<file path="src/can_btr_pkg.sv">
// package: register map, field layout and constants of the bit timing and rx flag block
package can_btr_pkg;
   // ------------------------------------------------------------
   // register word indices (byte address = index * 4)
   // ------------------------------------------------------------
   localparam logic [11:0] idx_module_control_zero = 12'h0100;
   localparam logic [11:0] idx_bit_timing_prescale = 12'h0102;
   localparam logic [11:0] idx_bit_timing_segments = 12'h0103;
   localparam logic [11:0] idx_receiver_flags = 12'h0104;
   localparam logic [11:0] idx_receiver_interrupt_enables = 12'h0105;
   localparam logic [11:0] idx_inbound_error_count = 12'h010E;
   localparam logic [11:0] idx_outbound_error_count = 12'h010F;
   localparam logic [11:0] idx_bus_status = 12'h0110;
   // ------------------------------------------------------------
   // field positions
   // ------------------------------------------------------------
   localparam int soft_reset_pos = 0;
   localparam int sleep_request_pos = 1;
   localparam int triple_sample_pos = 7;
   localparam int second_time_segment_lsb = 4;
   localparam int first_time_segment_lsb = 0;
   localparam int wakeup_pos = 7;
   localparam int rx_warn_pos = 6;
   localparam int tx_warn_pos = 5;
   localparam int rx_pass_pos = 4;
   localparam int tx_pass_pos = 3;
   localparam int bus_off_pos = 2;
   localparam int overrun_pos = 1;
   localparam int rx_full_pos = 0;
   // ------------------------------------------------------------
   // reset values and thresholds
   // ------------------------------------------------------------
   localparam logic [7:0] control_zero_reset = 8'h01;
   localparam logic [7:0] zero_byte = 8'h00;
   localparam logic [8:0] warn_low = 9'h060;
   localparam logic [8:0] pass_low = 9'h080;
   localparam logic [8:0] count_top = 9'h0FF;
   localparam int recessive_run_bits = 11;
   localparam int bus_off_runs = 128;
   localparam logic [31:0] unmapped_read = 32'h0000_0000;
endpackage

</file>
<file path="src/can_sample_vote.sv">
// module: bit sample history with triple sample majority vote
`timescale 1ns/10ps
module can_sample_vote
(
   // clock and reset
   input wire logic clk,
   input wire logic rst,
   // control
   input wire logic enable,
   input wire logic triple,
   input wire logic sample_tick,
   input wire logic bus_level,
   // result
   output logic bit_value
);
   logic [2:0] hist_q;

   // shift one bus sample per quantum
   always_ff @(posedge clk)
   begin
      if (rst || !enable)
         hist_q <= 3'h7;
      else if (sample_tick)
         hist_q <= {hist_q[1:0], bus_level};
   end

   // majority of the sample point and two before it, or single sample
   always_comb
   begin
      if (triple)
         bit_value = (hist_q[0] & hist_q[1]) | (hist_q[0] & hist_q[2]) |
                     (hist_q[1] & hist_q[2]);
      else
         bit_value = hist_q[0];
   end
endmodule // can_sample_vote

</file>
<file path="src/can_quanta_gen.sv">
// module: time quantum enable from the prescaler
`timescale 1ns/10ps
module can_quanta_gen
(
   // clock and reset
   input wire logic clk,
   input wire logic rst,
   // control
   input wire logic enable,
   input wire logic [5:0] prescale,
   // quantum pulse
   output logic tq_tick
);
   logic [5:0] cnt_q;

   // one pulse every prescale+1 clocks
   always_ff @(posedge clk)
   begin
      if (rst || !enable)
      begin
         cnt_q <= 6'h00;
         tq_tick <= 1'b0;
      end
      else if (cnt_q == prescale)
      begin
         cnt_q <= 6'h00;
         tq_tick <= 1'b1;
      end
      else
      begin
         cnt_q <= cnt_q + 6'h01;
         tq_tick <= 1'b0;
      end
   end
endmodule // can_quanta_gen

</file>
<file path="src/can_bit_timing_and_rx_flags.sv">
// module: can bit timing, receiver flags and receiver interrupt enables
//
// Register access over Avalon-MM is this design's own decision.
`timescale 1ns/10ps
module can_bit_timing_and_rx_flags
(
   // clock and reset
   input wire logic clk,
   input wire logic rst,
   // avalon-mm slave
   input wire logic [13:0] avs_address,
   input wire logic avs_read,
   input wire logic avs_write,
   input wire logic [31:0] avs_writedata,
   input wire logic [3:0] avs_byteenable,
   output logic [31:0] avs_readdata,
   output logic avs_waitrequest,
   // can bus pins
   input wire logic rx_pin,
   output logic tx_pin,
   // protocol engine side
   input wire logic tx_bit,
   input wire logic [8:0] inbound_error_count,
   input wire logic [8:0] outbound_error_count,
   input wire logic msg_received,
   input wire logic msg_lost,
   output logic rx_bit,
   output logic rx_bit_valid,
   output logic tx_point,
   output logic synced,
   output logic buffer_swap,
   // interrupt requests
   output logic wakeup_irq,
   output logic error_irq,
   output logic receive_irq
);
   // ------------------------------------------------------------
   // registers and state
   // ------------------------------------------------------------
   logic [7:0] ctrl_q;
   logic [7:0] btr0_q;
   logic [7:0] btr1_q;
   logic [7:0] flags_q;
   logic [7:0] enables_q;
   logic rx_s1_q;
   logic rx_s2_q;
   logic rx_prev_q;
   logic [4:0] tq_cnt_q;
   logic [3:0] run_cnt_q;
   logic [7:0] recov_cnt_q;
   logic bus_off_q;
   logic ack_q;
   logic soft_rst;
   logic asleep;
   logic tq_tick;
   logic voted;
   logic [4:0] first_time_segment_len;
   logic [3:0] second_time_segment_len;
   logic [5:0] bit_len;
   logic [4:0] sample_at;
   logic bit_end;
   logic sample_now;
   logic [11:0] idx;
   logic wr_hit;
   logic [7:0] wbyte;
   logic [7:0] cause;
   logic [7:0] rdbyte;

   assign soft_rst = ctrl_q[can_btr_pkg::soft_reset_pos];
   assign asleep = ctrl_q[can_btr_pkg::sleep_request_pos];
   assign idx = avs_address[13:2];
   assign wbyte = avs_writedata[7:0];
   assign wr_hit = avs_write && ack_q && avs_byteenable[0]; // commits on the answer edge

   // ------------------------------------------------------------
   // bus slave handshake: one wait cycle, then acknowledge
   // ------------------------------------------------------------
   always_ff @(posedge clk)
   begin
      if (rst)
      begin
         ack_q <= 1'b0;
         avs_waitrequest <= 1'b1;
      end
      else
      begin
         ack_q <= (avs_read || avs_write) && !ack_q;
         avs_waitrequest <= !((avs_read || avs_write) && !ack_q); // low on the answer cycle
      end
   end

   // read mux registered on the request cycle
   always_comb
   begin
      unique case (idx)
         can_btr_pkg::idx_module_control_zero: rdbyte = ctrl_q;
         can_btr_pkg::idx_bit_timing_prescale: rdbyte = btr0_q;
         can_btr_pkg::idx_bit_timing_segments: rdbyte = btr1_q;
         can_btr_pkg::idx_receiver_flags: rdbyte = flags_q;
         can_btr_pkg::idx_receiver_interrupt_enables: rdbyte = enables_q;
         can_btr_pkg::idx_inbound_error_count: rdbyte = inbound_error_count[7:0];
         can_btr_pkg::idx_outbound_error_count: rdbyte = outbound_error_count[7:0];
         can_btr_pkg::idx_bus_status: rdbyte = {6'h00, bus_off_q, synced};
         default: rdbyte = can_btr_pkg::zero_byte;
      endcase
   end

   always_ff @(posedge clk)
   begin
      if (rst)
         avs_readdata <= can_btr_pkg::unmapped_read;
      else if (avs_read && !ack_q)
         avs_readdata <= {24'h00_0000, rdbyte};
   end

   // ------------------------------------------------------------
   // control and timing registers
   // ------------------------------------------------------------
   always_ff @(posedge clk)
   begin
      if (rst)
         ctrl_q <= can_btr_pkg::control_zero_reset;
      else if (wr_hit && idx == can_btr_pkg::idx_module_control_zero)
         ctrl_q <= {6'h00, wbyte[1:0]};
   end

   // timing writes accepted only while in soft reset
   always_ff @(posedge clk)
   begin
      if (rst)
      begin
         btr0_q <= can_btr_pkg::zero_byte;
         btr1_q <= can_btr_pkg::zero_byte;
      end
      else if (wr_hit && soft_rst)
      begin
         if (idx == can_btr_pkg::idx_bit_timing_prescale)
            btr0_q <= wbyte;
         if (idx == can_btr_pkg::idx_bit_timing_segments)
            btr1_q <= wbyte;
      end
   end

   // ------------------------------------------------------------
   // bit timing
   // ------------------------------------------------------------
   assign first_time_segment_len = {1'b0, btr1_q[can_btr_pkg::first_time_segment_lsb +: 4]} + 5'h01;
   assign second_time_segment_len = {1'b0, btr1_q[can_btr_pkg::second_time_segment_lsb +: 3]} + 4'h1;
   assign bit_len = 6'h01 + {1'b0, first_time_segment_len} + {2'h0, second_time_segment_len};
   assign sample_at = first_time_segment_len; // last quantum of segment one
   assign bit_end = tq_tick && ({1'b0, tq_cnt_q} == bit_len - 6'h01);
   assign sample_now = tq_tick && (tq_cnt_q == sample_at);

   // pin synchroniser
   always_ff @(posedge clk)
   begin
      if (rst)
      begin
         rx_s1_q <= 1'b1;
         rx_s2_q <= 1'b1;
      end
      else
      begin
         rx_s1_q <= rx_pin;
         rx_s2_q <= rx_s1_q;
      end
   end

   can_quanta_gen u_quanta
   (
      .clk(clk),
      .rst(rst),
      .enable(!soft_rst),
      .prescale(btr0_q[5:0]),
      .tq_tick(tq_tick)
   );

   can_sample_vote u_vote
   (
      .clk(clk),
      .rst(rst),
      .enable(!soft_rst),
      .triple(btr1_q[can_btr_pkg::triple_sample_pos]),
      .sample_tick(tq_tick),
      .bus_level(rx_s2_q),
      .bit_value(voted)
   );

   // quantum position in the bit; a falling edge restarts the sync segment
   always_ff @(posedge clk)
   begin
      if (rst || soft_rst)
      begin
         tq_cnt_q <= 5'h00;
         rx_prev_q <= 1'b1;
      end
      else if (tq_tick)
      begin
         rx_prev_q <= rx_s2_q;
         if (rx_prev_q && !rx_s2_q && tq_cnt_q != 5'h00)
            tq_cnt_q <= 5'h01;
         else if (bit_end)
            tq_cnt_q <= 5'h00;
         else
            tq_cnt_q <= tq_cnt_q + 5'h01;
      end
   end

   // sampled bit, transmit point and pin drive
   always_ff @(posedge clk)
   begin
      if (rst || soft_rst)
      begin
         rx_bit <= 1'b1;
         rx_bit_valid <= 1'b0;
         tx_point <= 1'b0;
         tx_pin <= 1'b1;
      end
      else
      begin
         rx_bit_valid <= sample_now;
         if (sample_now)
            rx_bit <= voted;
         tx_point <= tq_tick && tq_cnt_q == 5'h00;
         if (tq_tick && tq_cnt_q == 5'h00)
            tx_pin <= tx_bit;
      end
   end

   // recessive runs: eleven for sync, 128 of them to leave bus off
   always_ff @(posedge clk)
   begin
      if (rst || soft_rst)
      begin
         run_cnt_q <= 4'h0;
         synced <= 1'b0;
      end
      else if (rx_bit_valid)
      begin
         if (!rx_bit)
            run_cnt_q <= 4'h0;
         else if (run_cnt_q == 4'(can_btr_pkg::recessive_run_bits - 1))
         begin
            run_cnt_q <= 4'h0;
            synced <= !bus_off_q;
         end
         else
            run_cnt_q <= run_cnt_q + 4'h1;
      end
   end

   // bus off state and recovery count
   always_ff @(posedge clk)
   begin
      if (rst)
      begin
         bus_off_q <= 1'b0;
         recov_cnt_q <= 8'h00;
      end
      else if (outbound_error_count > can_btr_pkg::count_top && !bus_off_q)
      begin
         bus_off_q <= 1'b1;
         recov_cnt_q <= 8'h00;
      end
      else if (bus_off_q && !soft_rst && rx_bit_valid && rx_bit &&
               run_cnt_q == 4'(can_btr_pkg::recessive_run_bits - 1))
      begin
         if (recov_cnt_q == 8'(can_btr_pkg::bus_off_runs - 1))
            bus_off_q <= 1'b0;
         recov_cnt_q <= recov_cnt_q + 8'h01;
      end
   end

   // ------------------------------------------------------------
   // receiver flags
   // ------------------------------------------------------------
   always_comb
   begin
      cause = 8'h00;
      cause[can_btr_pkg::wakeup_pos] = asleep && rx_prev_q && !rx_s2_q;
      cause[can_btr_pkg::rx_warn_pos] = inbound_error_count >= can_btr_pkg::warn_low &&
         inbound_error_count < can_btr_pkg::pass_low &&
         !flags_q[can_btr_pkg::rx_pass_pos] && !flags_q[can_btr_pkg::tx_pass_pos] &&
         !flags_q[can_btr_pkg::bus_off_pos];
      cause[can_btr_pkg::tx_warn_pos] = outbound_error_count >= can_btr_pkg::warn_low &&
         outbound_error_count < can_btr_pkg::pass_low &&
         !flags_q[can_btr_pkg::rx_pass_pos] && !flags_q[can_btr_pkg::tx_pass_pos] &&
         !flags_q[can_btr_pkg::bus_off_pos];
      cause[can_btr_pkg::rx_pass_pos] = inbound_error_count >= can_btr_pkg::pass_low &&
         inbound_error_count <= can_btr_pkg::count_top &&
         !flags_q[can_btr_pkg::bus_off_pos];
      cause[can_btr_pkg::tx_pass_pos] = outbound_error_count >= can_btr_pkg::pass_low &&
         outbound_error_count <= can_btr_pkg::count_top &&
         !flags_q[can_btr_pkg::bus_off_pos];
      cause[can_btr_pkg::bus_off_pos] = bus_off_q;
      cause[can_btr_pkg::overrun_pos] = msg_lost;
      cause[can_btr_pkg::rx_full_pos] = msg_received && !flags_q[can_btr_pkg::rx_full_pos];
   end

   // set wins, write one clears only when cause gone, soft reset holds zero
   always_ff @(posedge clk)
   begin
      if (rst || soft_rst)
         flags_q <= can_btr_pkg::zero_byte;
      else if (wr_hit && idx == can_btr_pkg::idx_receiver_flags)
         flags_q <= (flags_q & ~(wbyte & ~cause)) | cause;
      else
         flags_q <= flags_q | cause;
   end

   // buffer exchange only while rx full clear
   always_ff @(posedge clk)
   begin
      if (rst || soft_rst)
         buffer_swap <= 1'b0;
      else
         buffer_swap <= cause[can_btr_pkg::rx_full_pos];
   end

   // ------------------------------------------------------------
   // interrupt enables and requests
   // ------------------------------------------------------------
   always_ff @(posedge clk)
   begin
      if (rst || soft_rst)
         enables_q <= can_btr_pkg::zero_byte;
      else if (wr_hit && idx == can_btr_pkg::idx_receiver_interrupt_enables)
         enables_q <= wbyte;
   end

   always_ff @(posedge clk)
   begin
      if (rst)
      begin
         wakeup_irq <= 1'b0;
         receive_irq <= 1'b0;
         error_irq <= 1'b0;
      end
      else
      begin
         wakeup_irq <= flags_q[can_btr_pkg::wakeup_pos] &&
                       enables_q[can_btr_pkg::wakeup_pos];
         receive_irq <= flags_q[can_btr_pkg::rx_full_pos] &&
                        enables_q[can_btr_pkg::rx_full_pos];
         error_irq <= |(flags_q[6:1] & enables_q[6:1]);
      end
   end

   // ------------------------------------------------------------
   // checks
   // ------------------------------------------------------------
   a_timing_write_locked: assert property (@(posedge clk) disable iff (rst)
      (!soft_rst && wr_hit) |=> $stable(btr1_q))
      else $error("timing register changed outside soft reset");
   a_flags_held_zero: assert property (@(posedge clk) disable iff (rst)
      $past(soft_rst) |-> flags_q == 8'h00)
      else $error("receiver flags not held in soft reset");
   a_enables_held_zero: assert property (@(posedge clk) disable iff (rst)
      $past(soft_rst) |-> enables_q == 8'h00)
      else $error("enables not held in soft reset");
   a_clear_blocked_cause: assert property (@(posedge clk) disable iff (rst || soft_rst)
      cause[can_btr_pkg::overrun_pos] |=> flags_q[can_btr_pkg::overrun_pos])
      else $error("overrun flag lost while cause held");
   a_rx_warn_set: assert property (@(posedge clk) disable iff (rst || soft_rst)
      cause[can_btr_pkg::rx_warn_pos] |=> flags_q[can_btr_pkg::rx_warn_pos])
      else $error("receiver warning not set");
   a_tx_pass_set: assert property (@(posedge clk) disable iff (rst || soft_rst)
      (outbound_error_count == 9'h080 && !flags_q[can_btr_pkg::bus_off_pos])
      |=> flags_q[can_btr_pkg::tx_pass_pos])
      else $error("transmitter passive not set");
   a_error_irq_level: assert property (@(posedge clk) disable iff (rst)
      (flags_q[can_btr_pkg::overrun_pos] && enables_q[can_btr_pkg::overrun_pos])
      |=> error_irq)
      else $error("error interrupt missing");
   a_rx_irq_level: assert property (@(posedge clk) disable iff (rst)
      !flags_q[can_btr_pkg::rx_full_pos] |=> !receive_irq)
      else $error("receive interrupt without full flag");
   a_soft_reset_abort: assert property (@(posedge clk) disable iff (rst)
      soft_rst |=> (!synced && tx_pin && tq_cnt_q == 5'h00))
      else $error("soft reset did not abort");
   a_bus_off_sticky: assert property (@(posedge clk) disable iff (rst)
      (bus_off_q && !soft_rst) |=> flags_q[can_btr_pkg::bus_off_pos])
      else $error("bus off flag not held");
endmodule // can_bit_timing_and_rx_flags

</file>
<file path="config.mk">
export PLATFORM = sky130hd
export DESIGN_NAME = can_bit_timing_and_rx_flags
export DESIGN_NICKNAME = d
export VERILOG_FILES = /design/src/can_btr_pkg.sv /design/src/can_sample_vote.sv /design/src/can_quanta_gen.sv /design/src/can_bit_timing_and_rx_flags.sv
export SDC_FILE = /design/constraint.sdc
export NUM_CORES = 1
export LEC_CHECK = 0
export BUFFER_PORTS_ARGS = -buffer_cell sky130_fd_sc_hd__buf_2
export CAP_MARGIN = 20
export CORE_ASPECT_RATIO = 1.4
export CORE_MARGIN = 2
export CORE_UTILIZATION = 30
export CTS_CLUSTER_SIZE = 30
export DETAILED_ROUTE_END_ITERATION = 7
export PLACE_DENSITY = 0.5
export SETUP_SLACK_MARGIN = 0.5
export SLEW_MARGIN = 20
export SYNTH_ARGS = -nofsm -noshare
export SYNTH_HDL_FRONTEND = slang
export SYNTH_SLANG_ARGS = --single-unit
</file>
<file path="constraint.sdc">
create_clock -name clk -period 5.63 [get_ports clk]
set_input_delay 0.2815 -clock clk [delete_from_list [all_inputs] [get_ports clk]]
set_output_delay 0.2815 -clock clk [all_outputs]
set_load 0.02 [all_outputs]
</file>
# == Word-level counts from Yosys, hierarchy flattened ==
# Cells that the tools add are included.
# word_totals
inputBits,76
out_inout_bits,42
register_bits,84
# classes
n_bitwise,12
magnitude_cmp,9
reduce_logical,57
n_mux,11
add_sub_neg,9
eq_ne,13
# op_table
operator,n
$eq 12x9->1 const B,8
$pmux 8 s8,1
$logic_and 1x1->1,35
$ge 9x7->1 const B,2
$ge 9x8->1 const B,2
$le 9x8->1 const B,2
$lt 9x8->1 const B,2
$and 8x8->8,2
$not 8->8,2
$or 8x8->8,2
$mux 5,2
$gt 9x8->1 const B,1
$logic_not 1->1,9
$add 8x1->8 const B,1
$eq 8x7->1 const B,1
$mux 4,2
$mux 8,1
$add 1x5->6 const A,1
$add 6x1->6 const B,1
$add 6x4->6,1
$and 6x6->6,1
$eq 5x6->1,1
$eq 6x6->1,1
$reduce_and 2->1,3
other kinds (17),27

# == Logic depth before layout (Yosys ltp) ==
# Gate-level depths: netlist of the first run.
# depth
word_depth,11
depth_mapped,9
mapped_depth_nobuf,9

# == Hierarchy ==
# A second synthesis of the first run with hierarchy kept.
# unflattened
cells_unflattened,523
hier_area_um2,4523.1
# modules_own_cells
mod,n_inst,area_per_inst_um2,cells_per_inst
can_bit_timing_and_rx_flags,1,4016.4,473
can_quanta_gen,1,379.1,35
can_sample_vote,1,127.6,15

# == Least setup slack after synthesis of the first run ==
# No wires, ideal clock.
# synth_path
path_type,reg-to-reg
startpoint,reg btr1_q[0]
endpoint,reg tq_cnt_q[3]
synth_period_minus_slack_ns,2.526
slack_ns,3.104
path_buffers,0
t_required_ns,5.543
setup_ns,0.087
stages_incl_launch_ff,10
t_arrival_ns,2.439
path_cell_list,dfxtp_1 > ha_1 > inv_1 > fa_1 > nand2b_1 > a211oi_1 > a311oi_1 > a221oi_1 > nor2_1 > o31ai_1
# synth_between
elab_chain_cells,8
# synth_lines
item,line_no,source
"start, declared",can_bit_timing_and_rx_flags.sv:42,logic [7:0] btr1_q;
"start signal, assigned",can_bit_timing_and_rx_flags.sv:133,btr1_q <= can_btr_pkg::zero_byte;
"start signal, assigned",can_bit_timing_and_rx_flags.sv:140,btr1_q <= wbyte;
$add 4x1->5,can_bit_timing_and_rx_flags.sv:147,"assign first_time_segment_len = {1'b0, btr1_q[can_btr_pkg::first_time_segment_lsb +: 4]} + 5'h01;"
$add 1x5->6,can_bit_timing_and_rx_flags.sv:149,"assign bit_len = 6'h01 + {1'b0, first_time_segment_len} + {2'h0, second_time_segment_len};"
$add 6x4->6,can_bit_timing_and_rx_flags.sv:149,
$sub 6x1->6,can_bit_timing_and_rx_flags.sv:151,"assign bit_end = tq_tick && ({1'b0, tq_cnt_q} == bit_len - 6'h01);"
$eq 5x6->1,can_bit_timing_and_rx_flags.sv:151,
$logic_and 1x1->1,can_bit_timing_and_rx_flags.sv:151,
$mux 5,can_bit_timing_and_rx_flags.sv:202,else if (bit_end)
$mux 5,can_bit_timing_and_rx_flags.sv:200,if (rx_prev_q && !rx_s2_q && tq_cnt_q != 5'h00)
"end signal, assigned",can_bit_timing_and_rx_flags.sv:205,tq_cnt_q <= tq_cnt_q + 5'h01;
"end, declared",can_bit_timing_and_rx_flags.sv:48,logic [4:0] tq_cnt_q;
# No other way between the ends.
# A chain may end at the register's enable or synchronous reset.

# == Final worst setup path of the first run ==
# layout_path
startpoint,reg btr1_q[0]
endpoint,reg tq_cnt_q[2]
# Same word-level chain as after synthesis.

==> reports/metrics.csv, run 1 <==
stage,metric,value,unit
outcome,status,completed,
critical_path,cp_top_family,compound AO/OA/AOI/OAI gates,
critical_path,cp.buffers_inverters,1,
place,dp_hpwl,8750,um
grt,grt_pass1_vias,3653,
clock_network,insertion_delay,0.34,ns
detailed_routing,dr.pass1.iters,4,
timing,slew_headroom,38.1,%
timing,setup_viol,0,
flow_run,cap_violations,0,
detailed_routing,avgRoutedWirePerCell,15.0,um
clock_network,htree_levels,3,
final_layout,nFillCells,1472,
critical_path,worstReg2RegStart,btr1_q[0],
logic_synthesis,yosysSeqAreaShare,38.7,%
floorplan,die_area,0.0153,mm^2
final_layout,area_delta_synth_final,16.8,%
logic_synthesis,yosysWarnings,0,
logic_synthesis,synth.top_cell.area_share,38.7,%
floorplan,core_region_area,0.0140,mm^2
pwr,p_per_area,267,mW/mm^2
critical_path,crit_fanout,7,
grt,grt_use_total,15.1,%
floorplan,initial_utilization,30.7,%
timing,min_period_over_period,53.3,%
clock_network,tritoncts,built,
clock_network,clk_pin_slew,0.06,ns
logic_synthesis,synth_cell_types,60,
critical_path,critical_path_required,5.90,ns
timing,hold_viol_final,0,
grt,grt_remaining_overflow,0,
timing,fin_crit,3.00,ns
timing,max_freq,334,MHz
pwr,finalPower,1.34,mW
timing,worst_pin_slew,0.920,ns
hold_path,hold_path.startpoint,rx_pin,
critical_path,critPathArrivalTime,3.26,ns
detailed_routing,wl,11500,um
logic_synthesis,ys_ff_latch,83,
final_layout,diodes,0,
critical_path,worstSetupStartpoint,btr1_q[0],
logic_synthesis,synth_commonest_cells,"nand2_1 (91), dfxtp_1 (83), nor2_1 (48)",
floorplan,die_h,146,um
logic_synthesis,yosys.area.top_type,dfxtp_1,
logic_synthesis,synth_cells,521,
hold_path,hp-class,in2reg,
critical_path,slowest_stage,a221oi_1,
final_layout,drive_above_1_share,16.4,%
critical_path,cp_slowest_stage_delay,0.63,ns
clock_network,clock_path_buffers,2,
grt,grt_antenna_before_repair,0,
logic_synthesis,synth_most_common_cell,nand2_1,
place,postPlaceCellArea,0.00467,mm^2
critical_path,criticalPathCategory,reg2reg,
critical_path,start_kind,flop,
timing,tns,0,ns
detailed_routing,viasPerCell,4.93,
logic_synthesis,synth_area_leaders,"dfxtp_1 (39%), nand2_1 (8.0%), buf_4 (4.5%)",
detailed_routing,drc,0,
critical_path,cp-end-kind,flop,
logic_synthesis,synth-edff-count,0,
detailed_routing,drtIter0Drc,193,
logic_synthesis,synthFlopType,dfxtp_1,
clock_network,cts_resized,0,
detailed_routing,vias,3773,
place,io_buffers,64,
floorplan,num_io_pins,118,
clock_network,cts-root-buf,clkbuf_16,
final_layout,nets,662,
timing,finalClockSkew,0.00535,ns
grt,grt_max_degree,30,
logic_synthesis,syn_area,0.00429,mm^2
pwr,leakage,2.00,nW
critical_path,cp_cell_sequence,"ha_1, inv_1, fa_1, nand2b_1, a211oi_1, a311oi_1, a221oi_1, o2111ai_1, a22oi_1",
timing,rsz0062_at_grt,no,
clock_network,cts.sinks,83,
floorplan,row_count,51,
place,globalplace.congestion,0.841,
clock_network,cts_setup_buffers,0,
final_layout,stdcell_area,0.00501,mm^2
pwr,ir_worst_vdd,0.207,mV
logic_synthesis,avgSynthCellArea,8.24,um^2
floorplan,dieWidth,105,um
clock_network,numCtsBuffers,9,
clock_network,postCtsHoldBufs,0,
detailed_routing,route.antenna.remaining_nets,0,
logic_synthesis,ys_async_sr_fraction,0,%
grt,grt_pass1_wl,18500,um
timing,drv_slew,0,
-- area by class of cell --
cell class | count | area, um^2 | area share, %
clock buffer | 10 | 229 | 4.57
clock inverter | 6 | 114 | 2.27
inverter | 16 | 60.1 | 1.20
multi-input combinational | 400 | 2390 | 47.7
sequential | 83 | 1660 | 33.1
tap | 185 | 231 | 4.62
timing repair buffer | 65 | 328 | 6.54
-- kinds of logic after synthesis --
| kind of cell | share of synthesized area [%] |
|---|---|
| buffers and inverters | 7.66 |
| adder cells (fa/ha/maj) | 3.38 |
| AO/OA/AOI/OAI | 15.9 |
| flip-flops | 38.7 |
| other | 0.0873 |
| XOR/XNOR | 5.51 |
| multiplexers | 5.51 |
| AND/OR/NAND/NOR | 23.3 |
-- power breakdown --
part           internal [mW]  switching (mW)
logic                 0.0228          0.0480
clock network          0.434           0.242
registers              0.590         0.00265
-- final timing paths --
kind | slack [ns] | depth (start not counted) | endpoint
worst min-delay path | 0.12 | 2 | rx_s1_q
worst max-delay path | 2.63 | 9 | tq_cnt_q[2]
worst max register to register | 2.63 | 9 | tq_cnt_q[2]
worst min register to register | 0.42 | 1 | rx_s2_q
-- cells in the final DEF (no fill, tap or decap), types with 3 or more instances in the layout --
master,instances
a211oi_1,4
a21oi_1,38
a221oi_1,4
a22o_1,3
a22oi_1,9
a311oi_1,4
and3_1,8
buf_2,64
bufinv_16,3
clkbuf_16,9
conb_1,24
dfxtp_1,83
ha_1,10
inv_1,16
mux2_2,5
mux2i_1,18
nand2_1,91
nand2b_1,6
nand3_1,18
nand4_1,5
nor2_1,48
nor3_1,3
nor4_1,4
o21ai_0,19
or2_2,3
or3_1,4
xnor2_1,7
xor2_1,20
-- per-stage QoR --
step | cells | worst slack (ns) | hold slack, ns | util (%)
after global routing | 765 | 2.41 | 0.126 | 35.9
after detailed placement | 749 | 2.63 | 0.403 | 33.4
after floorplan | 544 | 3.10 | 0.385 | -
after CTS | 765 | 2.62 | 0.105 | 35.9
after global placement | 749 | 2.71 | 0.398 | 33.4
final | 765 | 2.63 | 0.117 | 35.9
-- registers in the layout, indices dropped and copies added, names as in the netlist, 2 cells and up --
register        cells
ctrl_q              2
recov_cnt_q         8
tq_cnt_q            5
flags_q             8
run_cnt_q           4
u_quanta.cnt_q      6
u_vote.hist_q       3
btr0_q              8
enables_q           8
avs_readdata        8
btr1_q              8
-- worst register-to-register path: stages (launching register included) --
cell	delay, ns
dfxtp_1	0.40
ha_1	0.39
inv_1	0.08
fa_1	0.42
nand2b_1	0.20
a211oi_1	0.34
a311oi_1	0.09
a221oi_1	0.63
o2111ai_1	0.17
a22oi_1	0.22
-- routing by layer --
layer | GRT usage, % | up-vias | wire length, um
met5 | 0 | - | 0
met2 | 28.0 | 93 | 6130
met3 | 2.15 | 18 | 480
li1 | - | 1879 | -
met4 | 5.93 | 0 | 227
met1 | 17.4 | 1783 | 4650
(Power assumes the default switching activity.)
==> run 2: changes to the inputs <==
--- a/config.mk
+++ b/config.mk
@@ -5,6 +5,7 @@
 export SDC_FILE = /design/constraint.sdc
 export NUM_CORES = 1
 export LEC_CHECK = 0
+export ABC_AREA = 1
 export BUFFER_PORTS_ARGS = -buffer_cell sky130_fd_sc_hd__buf_2
 export CAP_MARGIN = 20
 export CORE_ASPECT_RATIO = 1.4
@@ -12,7 +13,7 @@
 export CORE_UTILIZATION = 30
 export CTS_CLUSTER_SIZE = 30
 export DETAILED_ROUTE_END_ITERATION = 7
-export PLACE_DENSITY = 0.5
+export PLACE_DENSITY = 0.51
 export SETUP_SLACK_MARGIN = 0.5
 export SLEW_MARGIN = 20
 export SYNTH_ARGS = -nofsm -noshare
==> constraint.sdc (replaced) <==
create_clock -name clk -period 2.7 [get_ports clk]
set_input_delay 0.135 -clock clk [delete_from_list [all_inputs] [get_ports clk]]
set_output_delay 0.135 -clock clk [all_outputs]
set_load 0.02 [all_outputs]
==> run 2 against run 1 <==
  * Register-to-register slack worse by 2.0 ns
  * Sequential power is 110% higher
  * Synthesized area is 5.9% higher
  * Worst setup slack worse by 2.0 ns
  * First-iteration DRC count is 12% higher
  * Sequential share of layout area is 1.9 points lower
  * Global-route usage is 0.32 points higher
  * Sequential cell count stayed put
==> reports/metrics.csv, run 2 <==
stage,metric,value,unit
grt,use_met3,2.61,%
critical_path,cp-end-kind,flop,
timing,worst_pin_slew,0.623,ns
grt,grt_max_degree,34,
detailed_routing,viasPerCell,4.74,
place,dp.cells,892,
timing,min_period_over_period,78.3,%
detailed_routing,avgRoutedWirePerCell,13.8,um
final_layout,layout_commonest_cell,nand2_1,
timing,max_freq,473,MHz
floorplan,row_count,53,
floorplan,initial_utilization,30.5,%
detailed_routing,dr.pass1.iters,7,
final_layout,drive_above_1_share,19.0,%
logic_synthesis,synth_top_family_by_area,simple AND/OR/NAND/NOR gates,
logic_synthesis,synthSimpleGateAreaFrac,31.9,%
logic_synthesis,synth_cell_types,42,
detailed_routing,vias,4322,
logic_synthesis,yosys.area.top_type,dfxtp_1,
logic_synthesis,ys_ff_latch,83,
final_layout,most-common-layout-cells,"nand2_1 (119), dfxtp_1 (81), inv_1 (76)",
timing,finalClockSkew,0.00804,ns
grt,grt_use_total,15.5,%
pwr,swShare,24.9,%
detailed_routing,drtIter0Drc,216,
clock_network,tritoncts,built,
detailed_routing,wl,12600,um
clock_network,htree_levels,3,
logic_synthesis,synth_xor_area_share,2.31,%
timing,slew_headroom,58.3,%
hold_path,hp-class,in2reg,
logic_synthesis,synthMuxAreaShare,0,%
floorplan,die_h,150,um
floorplan,core_region_area,0.0149,mm^2
logic_synthesis,synth-edff-count,0,
pwr,ir_worst_vdd,0.248,mV
timing,rsz0062_at_grt,yes,
detailed_routing,drc,0,
pwr,intPower,1.92,mW
floorplan,num_io_pins,118,
logic_synthesis,synth_commonest_cells,"nand2_1 (123), dfxtp_1 (83), inv_1 (77)",
timing,setup_viol,0,
critical_path,slowest_stage,fa_1,
logic_synthesis,yosysSeqAreaShare,36.6,%
outcome,status,completed,
logic_synthesis,synth_most_common_cell,nand2_1,
timing,drv_slew,0,
pwr,clock_power_share,45.8,%
timing,fin_crit,2.11,ns
final_layout,diodes,0,
place,io_buffers,64,
pwr,p_per_area,478,mW/mm^2
timing,tns,0,ns
pwr,finalPower,2.56,mW
logic_synthesis,synth_cells,648,
floorplan,die_area,0.0162,mm^2
logic_synthesis,synth.top_cell.area_share,36.6,%
critical_path,cp_cell_sequence,"ha_4, inv_4, fa_1, nand2_1, nand2_1, nor3_2, nand2_1, nor2_2, nand3_2, nand3_1, a21oi_1",
logic_synthesis,syn_area,0.00455,mm^2
grt,grt_pass1_vias,4000,
pwr,leakage,2.39,nW
timing,hold_viol_final,0,
critical_path,crit_fanout,5,
pwr,comb_power_share,6.0,%
logic_synthesis,ys_async_sr_fraction,0,%
detailed_routing,route.antenna.remaining_nets,0,
timing,hold_slack,0.0172,ns
critical_path,critPathArrivalTime,2.32,ns
timing,setup_slack,0.586,ns
critical_path,cp_slowest_stage_delay,0.47,ns
clock_network,insertion_delay,0.34,ns
pwr,p_sw,637,uW
grt,grt_antenna_before_repair,0,
logic_synthesis,yosysWarnings,0,
grt,top_usage_layer,met2,
critical_path,critical_path_required,2.91,ns
final_layout,nets,802,
logic_synthesis,synth-compound-area-share,13.7,%
critical_path,criticalPathCategory,reg2reg,
clock_network,clock_path_buffers,2,
grt,grt_pass1_wl,19500,um
flow_run,cap_violations,0,
grt,grt_remaining_overflow,0,
place,globalplace.congestion,0.867,
floorplan,dieWidth,108,um
clock_network,clk_pin_slew,0.06,ns
critical_path,worst_path_most_repeated_cell,nand2_1,
grt,grt_util_met2,28.6,%
final_layout,nFillCells,1619,
logic_synthesis,synth_area_leaders,"dfxtp_1 (37%), nand2_1 (10%), nand3_1 (7.6%)",
final_layout,area_delta_synth_final,17.5,%
clock_network,cts-root-buf,clkbuf_16,
logic_synthesis,synthFlopType,dfxtp_1,
place,dp_hpwl,9760,um
critical_path,start_kind,flop,
place,dp_slack,0.373,ns
pwr,seqPwrFrac,48.2,%
grt,use_met1,18.0,%
clock_network,numCtsBuffers,9,
clock_network,cts.sinks,83,
logic_synthesis,synth_fa_ha_area_share,3.19,%
final_layout,fin_cells,912,
logic_synthesis,avgSynthCellArea,7.01,um^2
[run 2: cell count changes after synthesis, sizes merged, moves of 18 or more]
cell / change
o21ai: +26
nor2: +23
inv: +66
nand2: +34
nand3: +53
mux2i: -18
a21oi: +22
[run 2: power groups by stage]
stage | Sequential (mW) | Combinational, mW | Clock [mW]
finish | 1.23 | 0.153 | 1.17
detailed placement | 1.26 | 0.152 | 0
CTS | 1.23 | 0.154 | 1.19
global route | 1.23 | 0.169 | 1.25
floorplan | 1.26 | 0.113 | 0
global placement | 1.26 | 0.151 | 0
[run 2: timing repair]
action                                  CTS  global route
endpoints found under the hold margin     1             0
resized for setup                         4            13
pin swaps                                 3             2
endpoints found under the setup margin    5             5
hold buffers                              1             0
setup buffers                             0             3
[run 2: metrics by stage]
step	cell area, um^2	utilization, %
2_1_floorplan	4630	-
3_3_place_gp	4960	33.3
3_5_place_dp	4960	33.3
4_1_cts	5270	35.3
5_1_grt	5340	35.8
6_report	5340	35.8
[run 2: per-layer routing]
layer | part of all wire [%] | wire [um]
met5 | 0 | 0
met4 | 1.6 | 205
met3 | 4.2 | 523
met2 | 52 | 6500
met1 | 42 | 5320
[run 2: final cells by class]
class	instances	area, um^2	area share, %
clock buffer	10	239	4.47
clock inverter	6	40.0	0.749
sequential	83	1670	31.2
tap	192	240	4.50
timing repair buffer	70	368	6.89
multi-input combinational	468	2470	46.3
inverter	83	314	5.88
[run 2: worst max-delay path: cells and delay by family (launching register included)]
family	cells	cell delay [ns]
adder cells (fa/ha/maj)	2	0.76
AND/OR/NAND/NOR	7	0.75
flip-flops	1	0.37
AO/OA/AOI/OAI	1	0.07
buffers and inverters	1	0.04
[run 2: path summary, 6_finish.rpt]
kind                 end  cells after the start  slack (ns)  startpoint
max          tq_cnt_q[3]                     11        0.59   btr1_q[0]
min               tx_pin                      3        0.02      tx_bit
max reg2reg  tq_cnt_q[3]                     11        0.59   btr1_q[0]
min reg2reg      rx_s2_q                      1        0.41     rx_s1_q
[run 2: kinds of logic (layout without fill, tap and decap cells)]
family / count (synthesis) / in the layout
buffers and inverters: 120 / 169
XOR/XNOR: 12 / 12
adder cells (fa/ha/maj): 11 / 11
AND/OR/NAND/NOR: 305 / 305
AO/OA/AOI/OAI: 116 / 116
other: 1 / 24
flip-flops: 83 / 83
==> run 3: changes to the inputs <==
--- a/config.mk
+++ b/config.mk
@@ -13,7 +13,7 @@
 export CORE_UTILIZATION = 30
 export CTS_CLUSTER_SIZE = 30
 export DETAILED_ROUTE_END_ITERATION = 7
-export PLACE_DENSITY = 0.51
+export PLACE_DENSITY = 0.49
 export SETUP_SLACK_MARGIN = 0.5
 export SLEW_MARGIN = 20
 export SYNTH_ARGS = -nofsm -noshare
==> constraint.sdc (replaced) <==
create_clock -name clk -period 2.1 [get_ports clk]
set_input_delay 0.105 -clock clk [delete_from_list [all_inputs] [get_ports clk]]
set_output_delay 0.105 -clock clk [all_outputs]
set_load 0.02 [all_outputs]
==> run 3 against run 2 <==
  * First-iteration DRC count decreased by 37%
  * Sequential share of layout area decreased by 1.4 points
  * Die area unchanged
  * Critical path depth increased by 2
==> reports/metrics.csv, run 3 (synthesis gave the netlist of run 2 again) <==
stage,metric,value,unit
timing,drv_slew,0,
timing,max_freq,495,MHz
floorplan,initial_utilization,30.5,%
final_layout,most-common-layout-cells,"nand2_1 (117), dfxtp_1 (78), inv_1 (74)",
timing,rsz0062_at_grt,yes,
timing,finalClockSkew,0.00887,ns
clock_network,clk_pin_slew,0.07,ns
grt,grt_antenna_before_repair,0,
floorplan,row_count,53,
timing,fin_crit,2.02,ns
floorplan,dieWidth,108,um
critical_path,criticalPathCategory,reg2reg,
critical_path,critical_path_required,2.37,ns
floorplan,die_h,150,um
clock_network,tritoncts,built,
final_layout,layout_commonest_cell,nand2_1,
timing,tns,0,ns
detailed_routing,route.antenna.remaining_nets,0,
timing,hold_viol_final,0,
flow_run,cap_violations,0,
clock_network,htree_levels,3,
final_layout,drive_above_1_share,22.4,%
detailed_routing,maxUsedRoutingLayer,met4,
clock_network,cts-root-buf,clkbuf_16,
hold_path,hp-class,in2reg,
timing,setup_viol,0,
place,globalplace.congestion,0.876,
detailed_routing,wl,12900,um
floorplan,core_region_area,0.0149,mm^2
outcome,status,completed,
timing,worst_pin_slew,0.607,ns
floorplan,num_io_pins,118,
grt,grt_use_total,15.9,%
final_layout,nets,813,
critical_path,start_kind,flop,
critical_path,critPathArrivalTime,2.29,ns
final_layout,diodes,0,
pwr,leakage,2.49,nW
detailed_routing,viasPerCell,4.68,
timing,hold_slack,0.0246,ns
detailed_routing,wl_met1,5600,um
timing,min_period_over_period,96.2,%
grt,grt_max_degree,30,
detailed_routing,drtIter0Drc,136,
detailed_routing,met2_length,6540,um
clock_network,clock_path_buffers,2,
final_layout,area_delta_synth_final,23.4,%
final_layout,final_util,37.6,%
place,dp_hpwl,9890,um
timing,slew_headroom,59.3,%
detailed_routing,route.met3.wl,481,um
clock_network,cts.sinks,83,
detailed_routing,drc,0,
grt,grt_pass1_wl,20000,um
detailed_routing,avgRoutedWirePerCell,13.9,um
critical_path,crit_fanout,5,
place,io_buffers,64,
floorplan,die_area,0.0162,mm^2
grt,grt_remaining_overflow,0,
detailed_routing,vias,4317,
detailed_routing,dr.pass1.iters,4,
critical_path,cp-end-kind,flop,
clock_network,insertion_delay,0.34,ns
grt,grt_pass1_vias,4096,
pwr,p_per_area,649,mW/mm^2
clock_network,numCtsBuffers,9,
pwr,ir_worst_vdd,0.441,mV
run 3: cell types whose count changed in the layout (fill, tap and decap cells not counted), sizes merged, moves of 2 or more:
cell         delta
bufinv          +3
dlygate4sd3     +2
clkbuf          +2
buf             +9
clkinv          -3
run 3: worst paths after layout:
check,slack [ns],to,from,cells after the start
hold reg to reg,0.41,rx_s2_q,rx_s1_q,1
setup / recovery,0.08,tq_cnt_q[2],btr1_q[0],13
setup reg to reg,0.08,tq_cnt_q[2],btr1_q[0],13
hold / removal,0.02,buffer_swap,msg_received,3
run 3: what timing repair did:
item	CTS	global route
hold endpoints to repair	3	0
buffers inserted	6	1
setup endpoints to repair	17	20
pin swaps	10	3
hold buffers	3	0
resized for setup	20	15
run 3: where the power goes:
part	switching [mW]	internal [mW]	total, mW
clock	0.656	1.20	1.85
combinational	0.145	0.0607	0.206
sequential	0.00265	1.58	1.58
total	0.804	2.84	3.64
run 3: layer usage:
metal / track usage, % / vias up
met3: 2.26 / 13
met5: 0 / -
met2: 28.0 / 104
li1: - / 2220
met1: 19.0 / 1980
met4: 7.05 / 0
run 3: through the flow:
| step | cell area (um^2) | total power, mW | setup WS (ns) | std cells |
|---|---|---|---|---|
| floorplan | 4670 | 1.76 | 0.197 | 671 |
| global placement | 5040 | 1.82 | 0.0415 | 897 |
| detailed placement | 5040 | 1.82 | 0.0214 | 897 |
| CTS | 5550 | 3.69 | 0.0769 | 922 |
| global route | 5610 | 3.77 | -0.0252 | 923 |
| finish | 5610 | 3.64 | 0.0806 | 923 |
run 3: layout make-up:
class	instances	area, um^2
Fill cell	1591	9310
Multi-Input combinational cell	468	2590
Sequential cell	83	1670
Timing Repair Buffer	81	455
Inverter	83	312
Clock buffer	12	246
Tap cell	192	240
Clock inverter	4	98.8
run 3: worst max-delay path, stage by stage (launching register included):
cell and delay, ns:
dfxtp_4 0.36, ha_4 0.16, or2_4 0.23, nand2_4 0.06
inv_2 0.04, ha_4 0.27, nand2_2 0.05, nor2_2 0.15
nor2_4 0.07, nor3_2 0.14, nor2_2 0.08, nand3_4 0.11
nand3_1 0.07, a21oi_1 0.14
